## config.mk

```make
export PLATFORM = sky130hd
export DESIGN_NAME = psic_top
export DESIGN_NICKNAME = d
export VERILOG_FILES = /design/src/psic_evt_latch.v /design/src/psic_sync2.v /design/src/psic_top.v
export VERILOG_INCLUDE_DIRS = /design/src /design/src/inc
export SDC_FILE = /design/constraint.sdc
export NUM_CORES = 1
export LEC_CHECK = 0
export ABC_AREA = 1
export BUFFER_PORTS_ARGS = -buffer_cell sky130_fd_sc_hd__buf_4
export CORE_UTILIZATION = 35
export DETAILED_ROUTE_END_ITERATION = 6
export GPL_ROUTABILITY_DRIVEN = 0
export GPL_TIMING_DRIVEN = 0
export PLACE_DENSITY = 0.62
export SETUP_SLACK_MARGIN = 0.15
export SLEW_MARGIN = 20
export SYNTH_ARGS = -nofsm -noshare
export SYNTH_HDL_FRONTEND = slang
export SYNTH_HIERARCHICAL = 1
export SYNTH_SLANG_ARGS = --single-unit
```

## constraint.sdc

```tcl
create_clock -name clk -period 1.82 [get_ports clk]
set_input_delay 0.364 -clock clk [delete_from_list [all_inputs] [get_ports clk]]
set_output_delay 0.364 -clock clk [all_outputs]
set_load 0.03 [all_outputs]
```

## src/inc/psic_regs.vh

```
/*
 * Register map, field positions and reset values of the PHY status and
 * interrupt control bank.
 * Assumes a 5-bit management register address and 16-bit register data.
 */
`ifndef PSIC_REGS_VH
`define PSIC_REGS_VH

// ----------------------------------------------------------------------
// Register addresses
// ----------------------------------------------------------------------
`define PSIC_ADDR_BASIC_STATUS    5'h01
`define PSIC_ADDR_STATUS_SUMMARY  5'h10
`define PSIC_ADDR_INT_CONTROL     5'h11
`define PSIC_ADDR_INT_EVENT       5'h12

// ----------------------------------------------------------------------
// Basic mode status fields
// ----------------------------------------------------------------------
`define PSIC_BMS_ANEG_DONE        5
`define PSIC_BMS_REMOTE_FAULT     4
`define PSIC_BMS_LINK             2
`define PSIC_BMS_JABBER           1

// ----------------------------------------------------------------------
// Status summary fields
// ----------------------------------------------------------------------
`define PSIC_SUM_IRQ_PENDING      7
`define PSIC_SUM_REMOTE_FAULT     6
`define PSIC_SUM_JABBER           5
`define PSIC_SUM_ANEG_DONE        4
`define PSIC_SUM_LOOPBACK         3
`define PSIC_SUM_DUPLEX           2
`define PSIC_SUM_SPEED10          1
`define PSIC_SUM_LINK             0

// ----------------------------------------------------------------------
// Interrupt control fields
// ----------------------------------------------------------------------
`define PSIC_ICR_TEST_INT         2
`define PSIC_ICR_EVENT_INT_EN     1
`define PSIC_ICR_INT_OUT_EN       0
`define PSIC_ICR_USED_BITS        3

// ----------------------------------------------------------------------
// Interrupt event status: event flags in the upper byte, enables below
// ----------------------------------------------------------------------
`define PSIC_EVT_COUNT            8
`define PSIC_EVT_FLAG_LSB         8
`define PSIC_EVT_LINK_QUALITY     7
`define PSIC_EVT_ENERGY           6
`define PSIC_EVT_LINK             5
`define PSIC_EVT_SPEED            4
`define PSIC_EVT_DUPLEX           3
`define PSIC_EVT_ANEG_DONE        2
`define PSIC_EVT_FALSE_CARR_HALF  1
`define PSIC_EVT_RX_ERR_HALF      0

// ----------------------------------------------------------------------
// Reset values
// ----------------------------------------------------------------------
`define PSIC_RST_WORD             16'h0000
`define PSIC_RST_ICR              3'h0
`define PSIC_RST_EVT              8'h00

`endif

```

## src/psic_evt_latch.v

```verilog
/*
 * A bank of sticky event flags, one per bit.
 * Assumes set pulses come from logic on the same clock; a set in the
 * cycle of a clear keeps the flag set.
 */
`timescale 1ns/1ps

module psic_evt_latch #(
    parameter W = 8
) (
    input  wire         clk,
    input  wire         resetn,
    input  wire [W-1:0] setIn,
    input  wire         clrIn,
    output reg  [W-1:0] flags_r
);

    genvar i;

    generate
        for (i = 0; i < W; i = i + 1)
        begin : g_flag
            always @(posedge clk)
            begin
                if (!resetn)
                    flags_r[i] <= 1'b0;
                else if (setIn[i])
                    flags_r[i] <= 1'b1;
                else if (clrIn)
                    flags_r[i] <= 1'b0;
            end
        end
    endgenerate

endmodule // psic_evt_latch

```

## src/psic_sync2.v

```verilog
/*
 * Two-flip-flop synchroniser for a level that comes from a pin.
 * Assumes the input level changes slowly compared with clk.
 */
`timescale 1ns/1ps

module psic_sync2 #(
    parameter W = 1
) (
    input  wire         clk,
    input  wire         resetn,
    input  wire [W-1:0] asyncIn,
    output reg  [W-1:0] syncOut_r
);

    reg [W-1:0] meta_r;

    // The first stage feeds only the second stage.
    // Both stages reset high, the idle level of a pulled-up pin, so no
    // false low reaches the logic in the cycles after reset.
    always @(posedge clk)
    begin
        if (!resetn)
        begin
            meta_r    <= {W{1'b1}};
            syncOut_r <= {W{1'b1}};
        end
        else
        begin
            meta_r    <= asyncIn;
            syncOut_r <= meta_r;
        end
    end

endmodule // psic_sync2

```

## src/psic_top.v

```verilog
/*
 * PHY status summary, basic mode status latches, interrupt control and
 * interrupt event status for one port, with the shared power-down or
 * interrupt pin.
 * Assumes status inputs come from PHY logic on clk; the pin input comes
 * from outside and is synchronised. Registers are reached over a plain
 * address, strobe and data port with read data one cycle later.
 */
// The strobed register port is this design's own decision.
`timescale 1ns/1ps
`include "psic_regs.vh"

module psic_top #(
    parameter AW = 5,
    parameter DW = 16
) (
    input  wire          clk,
    input  wire          resetn,
    input  wire [AW-1:0] regAddr,
    input  wire [DW-1:0] regWdata,
    input  wire          regWr,
    input  wire          regRd,
    output reg  [DW-1:0] regRdata_r,
    input  wire          linkUp,
    input  wire          jabberDet,
    input  wire          partnerRemoteFault,
    input  wire          negotiationDone,
    input  wire          loopbackOn,
    input  wire          fullDuplex,
    input  wire          speed10,
    input  wire          energyDet,
    input  wire          linkQualityEvt,
    input  wire          falseCarrierHalf,
    input  wire          rxErrHalf,
    input  wire          pdIrqPinIn,
    output reg           pdIrqPinOut_r,
    output reg           pdIrqPinOeN_r,
    output reg           powerDownReq_r,
    output reg           irqPending_r
);

    // ------------------------------------------------------------------
    // Pin synchroniser
    // ------------------------------------------------------------------
    wire pdPinSync;

    psic_sync2 #(
        .W         (1)
    ) u_pin_sync (
        .clk       (clk),
        .resetn    (resetn),
        .asyncIn   (pdIrqPinIn),
        .syncOut_r (pdPinSync)
    );

    // ------------------------------------------------------------------
    // Register decode
    // ------------------------------------------------------------------
    wire rdBasic   = regRd && (regAddr == `PSIC_ADDR_BASIC_STATUS);
    wire rdSummary = regRd && (regAddr == `PSIC_ADDR_STATUS_SUMMARY);
    wire rdIcr     = regRd && (regAddr == `PSIC_ADDR_INT_CONTROL);
    wire rdEvt     = regRd && (regAddr == `PSIC_ADDR_INT_EVENT);
    wire wrIcr     = regWr && (regAddr == `PSIC_ADDR_INT_CONTROL);
    wire wrEvt     = regWr && (regAddr == `PSIC_ADDR_INT_EVENT);

    // ------------------------------------------------------------------
    // Previous values for change detection
    // ------------------------------------------------------------------
    reg linkPrev_r;
    reg speedPrev_r;
    reg duplexPrev_r;
    reg energyPrev_r;
    reg anegPrev_r;
    reg lqPrev_r;
    reg fcHalfPrev_r;
    reg rxHalfPrev_r;

    always @(posedge clk)
    begin
        if (!resetn)
        begin
            linkPrev_r   <= 1'b0;
            speedPrev_r  <= 1'b0;
            duplexPrev_r <= 1'b0;
            energyPrev_r <= 1'b0;
            anegPrev_r   <= 1'b0;
            lqPrev_r     <= 1'b0;
            fcHalfPrev_r <= 1'b0;
            rxHalfPrev_r <= 1'b0;
        end
        else
        begin
            linkPrev_r   <= linkUp;
            speedPrev_r  <= speed10;
            duplexPrev_r <= fullDuplex;
            energyPrev_r <= energyDet;
            anegPrev_r   <= negotiationDone;
            lqPrev_r     <= linkQualityEvt;
            fcHalfPrev_r <= falseCarrierHalf;
            rxHalfPrev_r <= rxErrHalf;
        end
    end

    // ------------------------------------------------------------------
    // Basic mode status latches
    // ------------------------------------------------------------------
    // Remote fault and jabber latch high, link latches low; a condition
    // present in the cycle of the clearing read keeps the latch.
    reg remoteFault_r;
    reg jabber_r;
    reg linkLatched_r;

    wire jabberSeen = jabberDet && speed10;

    always @(posedge clk)
    begin
        if (!resetn)
        begin
            remoteFault_r <= 1'b0;
            jabber_r      <= 1'b0;
            linkLatched_r <= 1'b0;
        end
        else
        begin
            if (partnerRemoteFault)
                remoteFault_r <= 1'b1;
            else if (rdBasic)
                remoteFault_r <= 1'b0;
            if (jabberSeen)
                jabber_r <= 1'b1;
            else if (rdBasic)
                jabber_r <= 1'b0;
            if (!linkUp)
                linkLatched_r <= 1'b0;
            else if (rdBasic)
                linkLatched_r <= 1'b1;
        end
    end

    // ------------------------------------------------------------------
    // Interrupt control register
    // ------------------------------------------------------------------
    reg [`PSIC_ICR_USED_BITS-1:0] icr_r;

    always @(posedge clk)
    begin
        if (!resetn)
            icr_r <= `PSIC_RST_ICR;
        else if (wrIcr)
            icr_r <= regWdata[`PSIC_ICR_USED_BITS-1:0];
    end

    wire testInt  = icr_r[`PSIC_ICR_TEST_INT];
    wire eventEn  = icr_r[`PSIC_ICR_EVENT_INT_EN];
    wire intOutEn = icr_r[`PSIC_ICR_INT_OUT_EN];

    // ------------------------------------------------------------------
    // Interrupt event flags and enables
    // ------------------------------------------------------------------
    reg  [`PSIC_EVT_COUNT-1:0] evtSet;
    wire [`PSIC_EVT_COUNT-1:0] evtFlags;
    reg  [`PSIC_EVT_COUNT-1:0] evtEn_r;

    always @*
    begin
        evtSet = `PSIC_RST_EVT;
        evtSet[`PSIC_EVT_LINK_QUALITY]    = linkQualityEvt && !lqPrev_r;
        evtSet[`PSIC_EVT_ENERGY]          = energyDet ^ energyPrev_r;
        evtSet[`PSIC_EVT_LINK]            = linkUp ^ linkPrev_r;
        evtSet[`PSIC_EVT_SPEED]           = speed10 ^ speedPrev_r;
        evtSet[`PSIC_EVT_DUPLEX]          = fullDuplex ^ duplexPrev_r;
        evtSet[`PSIC_EVT_ANEG_DONE]       = negotiationDone && !anegPrev_r;
        evtSet[`PSIC_EVT_FALSE_CARR_HALF] = falseCarrierHalf && !fcHalfPrev_r;
        evtSet[`PSIC_EVT_RX_ERR_HALF]     = rxErrHalf && !rxHalfPrev_r;
    end

    // Flags latch regardless of enables, so software can poll them.
    psic_evt_latch #(
        .W       (`PSIC_EVT_COUNT)
    ) u_evt_latch (
        .clk     (clk),
        .resetn  (resetn),
        .setIn   (evtSet),
        .clrIn   (rdEvt),
        .flags_r (evtFlags)
    );

    always @(posedge clk)
    begin
        if (!resetn)
            evtEn_r <= `PSIC_RST_EVT;
        else if (wrEvt)
            evtEn_r <= regWdata[`PSIC_EVT_COUNT-1:0];
    end

    // ------------------------------------------------------------------
    // Interrupt request and shared pin
    // ------------------------------------------------------------------
    // The request uses the flags as they stand; a read of the event
    // register drops it one cycle later unless the test bit or an enabled event set in the read cycle holds it.
    wire eventIrq = eventEn && |(evtFlags & evtEn_r);
    wire irqReq   = testInt || eventIrq;

    always @(posedge clk)
    begin
        if (!resetn)
        begin
            irqPending_r   <= 1'b0;
            pdIrqPinOut_r  <= 1'b1;
            pdIrqPinOeN_r  <= 1'b1;
            powerDownReq_r <= 1'b0;
        end
        else
        begin
            irqPending_r   <= irqReq;
            pdIrqPinOut_r  <= !irqReq;
            pdIrqPinOeN_r  <= !intOutEn;
            powerDownReq_r <= !intOutEn && !pdPinSync;
        end
    end

    // ------------------------------------------------------------------
    // Read data
    // ------------------------------------------------------------------
    reg [DW-1:0] rdNxt;

    always @*
    begin
        rdNxt = `PSIC_RST_WORD;
        if (rdBasic)
        begin
            rdNxt[`PSIC_BMS_ANEG_DONE]    = negotiationDone;
            rdNxt[`PSIC_BMS_REMOTE_FAULT] = remoteFault_r;
            rdNxt[`PSIC_BMS_LINK]         = linkLatched_r;
            rdNxt[`PSIC_BMS_JABBER]       = jabber_r;
        end
        else if (rdSummary)
        begin
            rdNxt[`PSIC_SUM_IRQ_PENDING]  = irqPending_r;
            rdNxt[`PSIC_SUM_REMOTE_FAULT] = remoteFault_r;
            rdNxt[`PSIC_SUM_JABBER]       = jabber_r;
            rdNxt[`PSIC_SUM_ANEG_DONE]    = negotiationDone;
            rdNxt[`PSIC_SUM_LOOPBACK]     = loopbackOn;
            rdNxt[`PSIC_SUM_DUPLEX]       = fullDuplex;
            rdNxt[`PSIC_SUM_SPEED10]      = speed10;
            rdNxt[`PSIC_SUM_LINK]         = linkLatched_r;
        end
        else if (rdIcr)
        begin
            rdNxt[`PSIC_ICR_USED_BITS-1:0] = icr_r;
        end
        else if (rdEvt)
        begin
            rdNxt[`PSIC_EVT_FLAG_LSB+`PSIC_EVT_COUNT-1:`PSIC_EVT_FLAG_LSB]
                = evtFlags;
            rdNxt[`PSIC_EVT_COUNT-1:0] = evtEn_r;
        end
    end

    always @(posedge clk)
    begin
        if (!resetn)
            regRdata_r <= `PSIC_RST_WORD;
        else
            regRdata_r <= rdNxt;
    end

endmodule // psic_top

```

---- Word-level counts from Yosys, hierarchy flattened ----
Cells that the tools add are included.
Widths: inputs -> output; s select.
storage, ports and cells
  bits in registers ....................... 52
  input port bits ......................... 37
  output and inout port bits .............. 20
  logic and storage cells ................. 94
operators by class
  equal/unequal tests ..................... 4
  muxes and demuxes ....................... 18
  bitwise gates (word level) .............. 7
  reduce and logical (&&, ||, !) cells .... 35
operators by type and width
  kind                count
  $reduce_bool 2->1   10
  $mux 8              2
  $eq 5x5->1 const B  3
  $logic_and 1x1->1   13
  $mux 1              12
  $and 8x8->8         1
  $reduce_or 8->1     1
  $logic_not 1->1     7
  $eq 5x1->1 const B  1
  $mux 5              1
  $reduce_or 5->1     1
  $mux 2              2
  $xor 1x1->1         4
  $mux 3              1
  $not 1->1           2
  $reduce_and 2->1    1
  $reduce_or 2->1     1
  $logic_or 1x1->1    1

---- Logic depth before layout (Yosys ltp) ----
Gate-level depths: netlist of the first run.
  word-level depth ........................ 6
  mapped depth ............................ 8
  depth with buffers taken out ............ 8

---- Cells and area by module ----
The synthesis of the first run kept the hierarchy.
by module, submodules not included
  module          instances  cells each  area an instance (sq um)  sequential area each (sq um)
  psic_top        1          224         1650.3                    840.8
  psic_evt_latch  1          34          267.8                     160.2
  psic_sync2      1          6           55.1                      40.0

---- Least setup slack after synthesis of the first run ----
Ideal clock, no wire load.
  kind .................................... input -> register
  from .................................... input port regAddr[3]
  to ...................................... register evtEn_r[0]
  setup time .............................. 0.132 ns
  arrival ................................. 0.976 ns
  required time ........................... 1.688 ns
  setup slack ............................. 0.712 ns
  stages .................................. 6
  path buffers ............................ 0
  path through ............................ nor2_4 > nand2_4 > nor2_4 > nand2_1 > nand2_1 > a21oi_1
between the ends
  word-level cells in the longest chain between the ends .. 2
RTL lines
  element                      RTL line        text
  start: declaration           psic_top.v:19   input wire [AW-1:0] regAddr,
  $eq 5x5->1 (no source line)  -
  $logic_and 1x1->1            psic_top.v:64   wire wrEvt = regWr && (regAddr == `PSIC_ADDR_INT_EVENT);
  end signal: assignment       psic_top.v:191  evtEn_r <= `PSIC_RST_EVT;
  end signal: assignment       psic_top.v:193  evtEn_r <= regWdata[`PSIC_EVT_COUNT-1:0];
  end: declaration             psic_top.v:162  reg [`PSIC_EVT_COUNT-1:0] evtEn_r;
Every way passes these cells.
A chain may end at the register's enable or synchronous reset.

---- Final worst setup path of the first run ----
  from .................................... register irqPending_r
  to ...................................... output port irqPending_r
RTL lines
  element                   RTL line        text
  start: declaration        psic_top.v:39   output reg irqPending_r
  start signal: assignment  psic_top.v:215  irqPending_r <= irqReq;
No word-level cell between the ends.

==> run summary, run 1 <==
status = finished clean
DR pass1 iterations = 4
antenna violations before repair = 0
mean number of vias per cell = 4.37
routed length per instance = 11.0 um
setup_tns = 0 ns
largest net degree at the start of global routing = 16
CP Max Fanout = 2
Hold Path Sink = u_pin_sync/meta_r
Setup violations, final = 0
Layout area overhead = 27.8%
worst slack at placement = 0.396 ns
Slew Limit Fails = 0
Seq pwr share = 56.2%
Slew headroom = 66.6%
post-synthesis sequential area ratio = 52.8%
hold_buf cts = 0
CORE AREA = 5270 sq um
die height = 77.1 um
Crit path required time = 1.46 ns
EDFF count, synth = 0
die area = 5940 sq um
cts repair resizes = 0
MaxCap Viol Count = 0
vias = 1699
Critical Path End Type = output port
first-pass GRT wire length = 7300 um
Switching Fraction = 22.0%
Yosys top cell by area = dfxtp_1
worst slew pin tran = 0.502 ns
Cell variety after synth = 21
reg2reg setup slack = 0.89 ns
Crit path max-delay family = flip-flops
Power Density = 843 nW/um^2
Post-synth top flop = dfxtp_1
RSZ-0062 raised after global routing = no
Chip Width = 77.1 um
Crit Reg-Reg Endpoint = irqPending_r
CP cell instances = buf_4
fraction of layout cells with a size suffix above 1 = 20.7%
Lkg Pwr = 1.27 nW
diodes inserted = 0
clock root buffer = clkbuf_8
worst reg2reg path depth = 8
crit start category = flip-flop
clock slew at reported path FFs = 0.09 ns
Initial Util = 37.4%
CTS Sinks = 52
Rows = 26
worst-case clock buffer depth = 2
min-delay src = pdIrqPinIn
worst path bufs/invs = 1
clock latency on the worst-skew pair = 0.29 ns
CTS tree = built
total track usage = 16.0%
HPWL Detailed = 3260 um
Top Ports = 57
Post-CTS Setup Bufs = 0
worst hold margin = 0.237 ns
Clk pwr share = 35.8%
vias in the first global route = 1556
PortBufs = 47
post-layout power = 2.13 mW
Fmax = 0.846 GHz
Hold Fails Final Rpt = 0
post-place instance area = 2410 sq um
clock skew = 0.00395 ns
synthesized flop and latch total = 52
Syn Inst Count = 264
Peak VDD IR = 0.000427 V
Hold Crit Depth = 3
post-route ant nets = 0
combinational share of power = 8.0%
initial drt markers = 105
Int Pwr = 1.66 mW
P_sw = 0.468 mW
WP data arrival = 0.82 ns
async set-reset flop share out of synthesis = 0%
synth top area cells = dfxtp_1 (53%), nand2_1 (12%), inv_1 (8.2%)
Max stage delay on crit path = 0.36 ns
Yosys warnings = 6
drc violations = 0
period utilization = 65.0%
Slowest cell on crit path = dfxtp_1
R2R Path Start = evtEn_r[2]
Min Clock Period, post-route = 1.18 ns
Post-layout nets = 355
Syn Area/Cell = 7.47 sq um
post-synth top area share = 52.8%
synthesized area = 1970 sq um
Worst Hold Class = in -> reg
grt ovf = 0
CTS Buf Count = 5
final worst-path setup slack = 0.638 ns
syn_nets = 301
post-route design area = 2520 sq um
Routed WL = 4290 um
critical path class = reg -> out
H-tree depth = 2
## cell usage in the layout, fill, tap and decap left out, types with 4 or more instances in the layout
cell,instances
a21oi_1,20
buf_4,47
clkbuf_8,5
dfxtp_1,52
inv_1,43
nand2_1,65
nand3_1,15
nor2_1,37
nor3_1,4
o21ai_0,5
xor2_1,4
## worst max-delay path by stage
stage	start	to	slack (ns)	cells past startpoint
after global routing	irqPending_r	irqPending_r	0.58	1
after global placement	resetn	jabber_r	0.41	5
after detailed placement	resetn	remoteFault_r	0.40	5
final	irqPending_r	irqPending_r	0.64	1
after floorplan	regAddr[3]	evtEn_r[0]	0.71	6
after CTS	irqPending_r	irqPending_r	0.62	1
## kinds of logic after synthesis
group | count (synthesis) | share of synthesized area, %
compound gates | 29 | 7.86
xor+xnor | 4 | 1.78
buf+inv | 50 | 10.1
flops | 52 | 52.8
simple gates | 129 | 27.5
## Yosys cell counts, types with 3 or more instances
cell type and instances:
o21ai_0 5, o211ai_1 3, dfxtp_1 52, nand3_1 15
nor3_1 4, xor2_1 4, inv_1 43, nor2_1 37
buf_2 3, a21oi_1 20, nand2_1 65, nand2_2 3
## state kept, by name, summed over array words and instances (netlist names)
register / flops
rxHalfPrev_r: 1
anegPrev_r: 1
pdIrqPinOut_r: 1
fcHalfPrev_r: 1
linkPrev_r: 1
pdIrqPinOeN_r: 1
evtEn_r: 8
lqPrev_r: 1
regRdata_r: 16
linkLatched_r: 1
u_evt_latch/flags_r: 8
u_pin_sync/syncOut_r: 1
icr_r: 3
irqPending_r: 1
u_pin_sync/meta_r: 1
remoteFault_r: 1
energyPrev_r: 1
powerDownReq_r: 1
speedPrev_r: 1
jabber_r: 1
duplexPrev_r: 1
## area by class of cell
| cell class | instances | area (sq um) |
|---|---|---|
| Buffer | 5 | 30.0 |
| Clock buffer | 6 | 72.6 |
| Clock inverter | 2 | 35.0 |
| Fill cell | 554 | 2750 |
| Inverter | 45 | 169 |
| Multi-Input combinational cell | 162 | 733 |
| Sequential cell | 52 | 1040 |
| Tap cell | 70 | 87.6 |
| Timing Repair Buffer | 47 | 353 |
## through the flow
| step | cells | utilization (%) |
|---|---|---|
| 3_5_place_dp | 381 | 45.8 |
| 6_report | 389 | 47.8 |
| 5_1_grt | 389 | 47.8 |
| 4_1_cts | 389 | 47.8 |
| 3_3_place_gp | 381 | 45.8 |
| 2_1_floorplan | 264 | - |
## power groups by stage
stage	logic, mW	registers (mW)	clock network [mW]
final	0.170	1.19	0.761
after CTS	0.172	1.19	0.793
after global placement	0.169	1.22	0
after floorplan	0.0858	1.22	0
after detailed placement	0.171	1.22	0
after global routing	0.194	1.20	0.862
## routing by layer
metal	track usage, %	up-vias	wire length (um)
li1	-	910	-
met1	21.0	741	2070
met2	24.5	46	1940
met3	4.64	2	236
met4	6.79	0	49
met5	0	-	0
(Power assumes the default switching activity.)
==> inputs of run 2 (changes only) <==
ABC_AREA = 0   (was 1)
PLACE_DENSITY = 0.64   (was 0.62)
clock period = 1 ns   (was 1.82 ns; I/O delays follow)
==> run 2 against run 1 <==
Die area shrank 0.38%. Synthesized cell count shrank 27%. Final cell count shrank 17%. Final area grew 12%. Critical path type is now reg -> reg. Critical endpoint is now irqPending_r.
==> run summary, run 2 <==
status = finished clean (unchanged)
CTS Sinks = 52 (unchanged)
WP data arrival = 1.17 ns (was 0.82 ns)
critical path class = reg -> reg (was reg -> out)
post-route ant nets = 0 (unchanged)
Fmax = 1.03 GHz
Top Ports = 57 (unchanged)
Int Pwr = 3.09 mW (was 1.66 mW)
die area = 5920 sq um (was 5940 sq um)
register with the most flip-flops = regRdata_r (unchanged)
Clk pwr share = 35.4% (was 35.8%)
Min Clock Period, post-route = 0.968 ns
worst slack at placement = -0.219 ns (was 0.396 ns)
Yosys warnings = 6 (unchanged)
total track usage = 16.2% (was 16.0%)
MaxCap Viol Count = 0 (unchanged)
H-tree depth = 2 (unchanged)
CTS Buf Count = 5 (unchanged)
vias in the first global route = 1544 (was 1556)
antenna violations before repair = 0 (unchanged)
synth top area cells = dfxtp_1 (53%), and2_1 (5.4%), nor2b_1 (4.5%) (was dfxtp_1 (53%), nand2_1 (12%), inv_1 (8.2%))
final worst-path setup slack = 0.0325 ns (was 0.638 ns)
syn_nets = 229 (was 301)
fraction of layout cells with a size suffix above 1 = 50.2% (was 20.7%)
period utilization = 96.8%
HPWL Detailed = 3240 um (was 3260 um)
Slew headroom = 62.3% (was 66.6%)
Layout area overhead = 44.2% (was 27.8%)
min-delay src = pdIrqPinIn (unchanged)
clock slew at reported path FFs = 0.09 ns (about the same)
Yosys top cell by area = dfxtp_1 (unchanged)
initial drt markers = 80 (was 105)
async set-reset flop share out of synthesis = 0% (unchanged)
Chip Width = 76.9 um (was 77.1 um)
post-synthesis sequential area ratio = 53.0% (was 52.8%)
grt ovf = 0 (unchanged)
critical path launch point = evtEn_r[2] (was irqPending_r)
diodes inserted = 0 (unchanged)
Switching Fraction = 22.5% (was 22.0%)
worst reg2reg path depth = 3 (was 8)
Syn Inst Count = 192 (was 264)
Setup violations, final = 0 (unchanged)
crit start category = flip-flop (unchanged)
P_sw = 0.895 mW (was 0.468 mW)
clock root buffer = clkbuf_8 (unchanged)
Peak VDD IR = 0.000973 V (was 0.000427 V)
EDFF count, synth = 0 (unchanged)
Hold Crit Depth = 2 (was 3)
post-route design area = 2840 sq um (was 2520 sq um)
largest registers = regRdata_r (16), evtEn_r (8), u_evt_latch/flags_r (8) (unchanged)
CP Max Fanout = 3 (was 2)
Seq pwr share = 54.5% (was 56.2%)
combinational share of power = 10.2% (was 8.0%)
top cells by count, synth = dfxtp_1 (52), and2_1 (17), a21oi_1 (15) (was nand2_1 (65), dfxtp_1 (52), inv_1 (43))
RSZ-0062 raised after global routing = yes (was no)
Hold Fails Final Rpt = 0 (unchanged)
R2R Path Start = evtEn_r[2] (unchanged)
Slew Limit Fails = 0 (unchanged)
die height = 76.9 um (was 77.1 um)
post-synth top area share = 53.0% (was 52.8%)
post-place instance area = 2470 sq um (was 2410 sq um)
Routed WL = 4680 um (was 4290 um)
commonest non-fill, non-tap cell in the layout = buf_4 (was nand2_1)
Post-layout nets = 289 (was 355)
mean number of vias per cell = 4.96 (was 4.37)
Crit path required time = 1.20 ns (was 1.46 ns)
largest net degree at the start of global routing = 17 (was 16)
routed length per instance = 14.5 um (was 11.0 um)
synthesized flop and latch total = 52 (unchanged)
Syn Area/Cell = 10.2 sq um (was 7.47 sq um)
vias = 1603 (was 1699)
Lkg Pwr = 1.12 nW (was 1.27 nW)
Critical Path End Type = flip-flop (was output port)
DR pass1 iterations = 4 (unchanged)
worst slew pin tran = 0.564 ns (was 0.502 ns)
Worst Hold Class = in -> reg (unchanged)
Initial Util = 37.3% (was 37.4%)
worst-case clock buffer depth = 2 (unchanged)
drc violations = 0 (unchanged)
PortBufs = 48 (was 47)
CTS tree = built (unchanged)
most frequent cells in the layout = buf_4 (31), dfxtp_2 (30), buf_6 (24) (was nand2_1 (65), dfxtp_1 (52), buf_4 (47))
Cell variety after synth = 32 (was 21)
Layout fillers = 494 (was 554)
Rows = 26 (unchanged)
Power Density = 1410 nW/um^2 (was 843 nW/um^2)
CORE AREA = 5270 sq um (unchanged)
Largest register FFs = 16 (unchanged)
clock latency on the worst-skew pair = 0.30 ns (was 0.29 ns)
most frequent cell after synthesis = dfxtp_1 (was nand2_1)
first-pass GRT wire length = 7580 um (was 7300 um)
synthesized area = 1970 sq um (about the same)
Post-synth top flop = dfxtp_1 (unchanged)
clock skew = 0.00708 ns (was 0.00395 ns)
-- run 2: cell count changes after synthesis, moves of 4 or more --
cell / before / now
nand2_1: 65 / 2
inv_1: 43 / 0
nor2_1: 37 / 3
and2_1: 0 / 17
nor2b_1: 0 / 14
o21a_1: 0 / 10
mux2i_1: 0 / 8
o21ai_0: 5 / 11
a21oi_1: 20 / 15
nand2b_1: 0 / 4
nor3_2: 0 / 4
-- run 2: repair_timing --
item                                    CTS  global route
gates resized for setup                  60            14
setup buffers                             5             0
cloned                                    0             0
hold buffers                              0             0
endpoints found under the setup margin   40            49
pin swaps                                11             4
-- run 2: kinds of logic after synthesis --
family                 count (synthesis)  synth area share [%]
AO/OA/AOI/OAI                         49                  15.4
multiplexers                           8                  4.07
buffers and inverters                 11                  2.86
flip-flops                            52                  53.0
XOR/XNOR                               4                  1.78
AND/OR/NAND/NOR                       68                  22.9
-- run 2: cell type report --
cell class | instances | area, sq um | share of cell area (%)
inverter | 1 | 3.75 | 0.132
clock inverter | 3 | 42.5 | 1.50
sequential | 52 | 1080 | 38.0
tap | 70 | 87.6 | 3.09
clock buffer | 5 | 68.8 | 2.43
timing repair buffer | 53 | 484 | 17.1
multi-input combinational | 129 | 978 | 34.5
buffer | 10 | 91.3 | 3.22
-- run 2: layer usage --
layer	vias up	part of all wire [%]	track usage, %
met3	6	5.0	4.17
met5	-	0	0
li1	792	-	-
met1	758	47	21.8
met4	0	0.83	4.04
met2	47	47	25.7
-- run 2: worst max-delay path, stage by stage (launching register included) --
cell and delay, ns:
dfxtp_1 0.36, a22oi_2 0.19, a41oi_2 0.15, a21o_1 0.17
-- run 2: final timing paths --
| kind | end | slack [ns] |
|---|---|---|
| max | irqPending_r | 0.03 |
| min | u_pin_sync/meta_r | 0.08 |
| max reg2reg | irqPending_r | 0.03 |
| min reg2reg | powerDownReq_r | 0.39 |
-- run 2: metrics by stage --
stage	hold WS, ns	cells	total power [mW]	TNS [ns]	util, %
after floorplan	0.273	192	2.41	0	-
after global placement	0.385	310	2.58	-6.16	46.9
after detailed placement	0.385	310	2.58	-6.47	46.9
after CTS	0.0702	323	4.02	0	52.9
after global routing	0.0673	323	4.15	-0.0510	53.8
final	0.0800	323	3.99	0	53.8
-- run 2: power groups by stage --
stage	clock, mW	sequential (mW)	combinational (mW)
finish	1.41	2.17	0.405
global route	1.54	2.18	0.439
CTS	1.46	2.17	0.390
detailed placement	0	2.21	0.363
global placement	0	2.21	0.364
floorplan	0	2.21	0.198
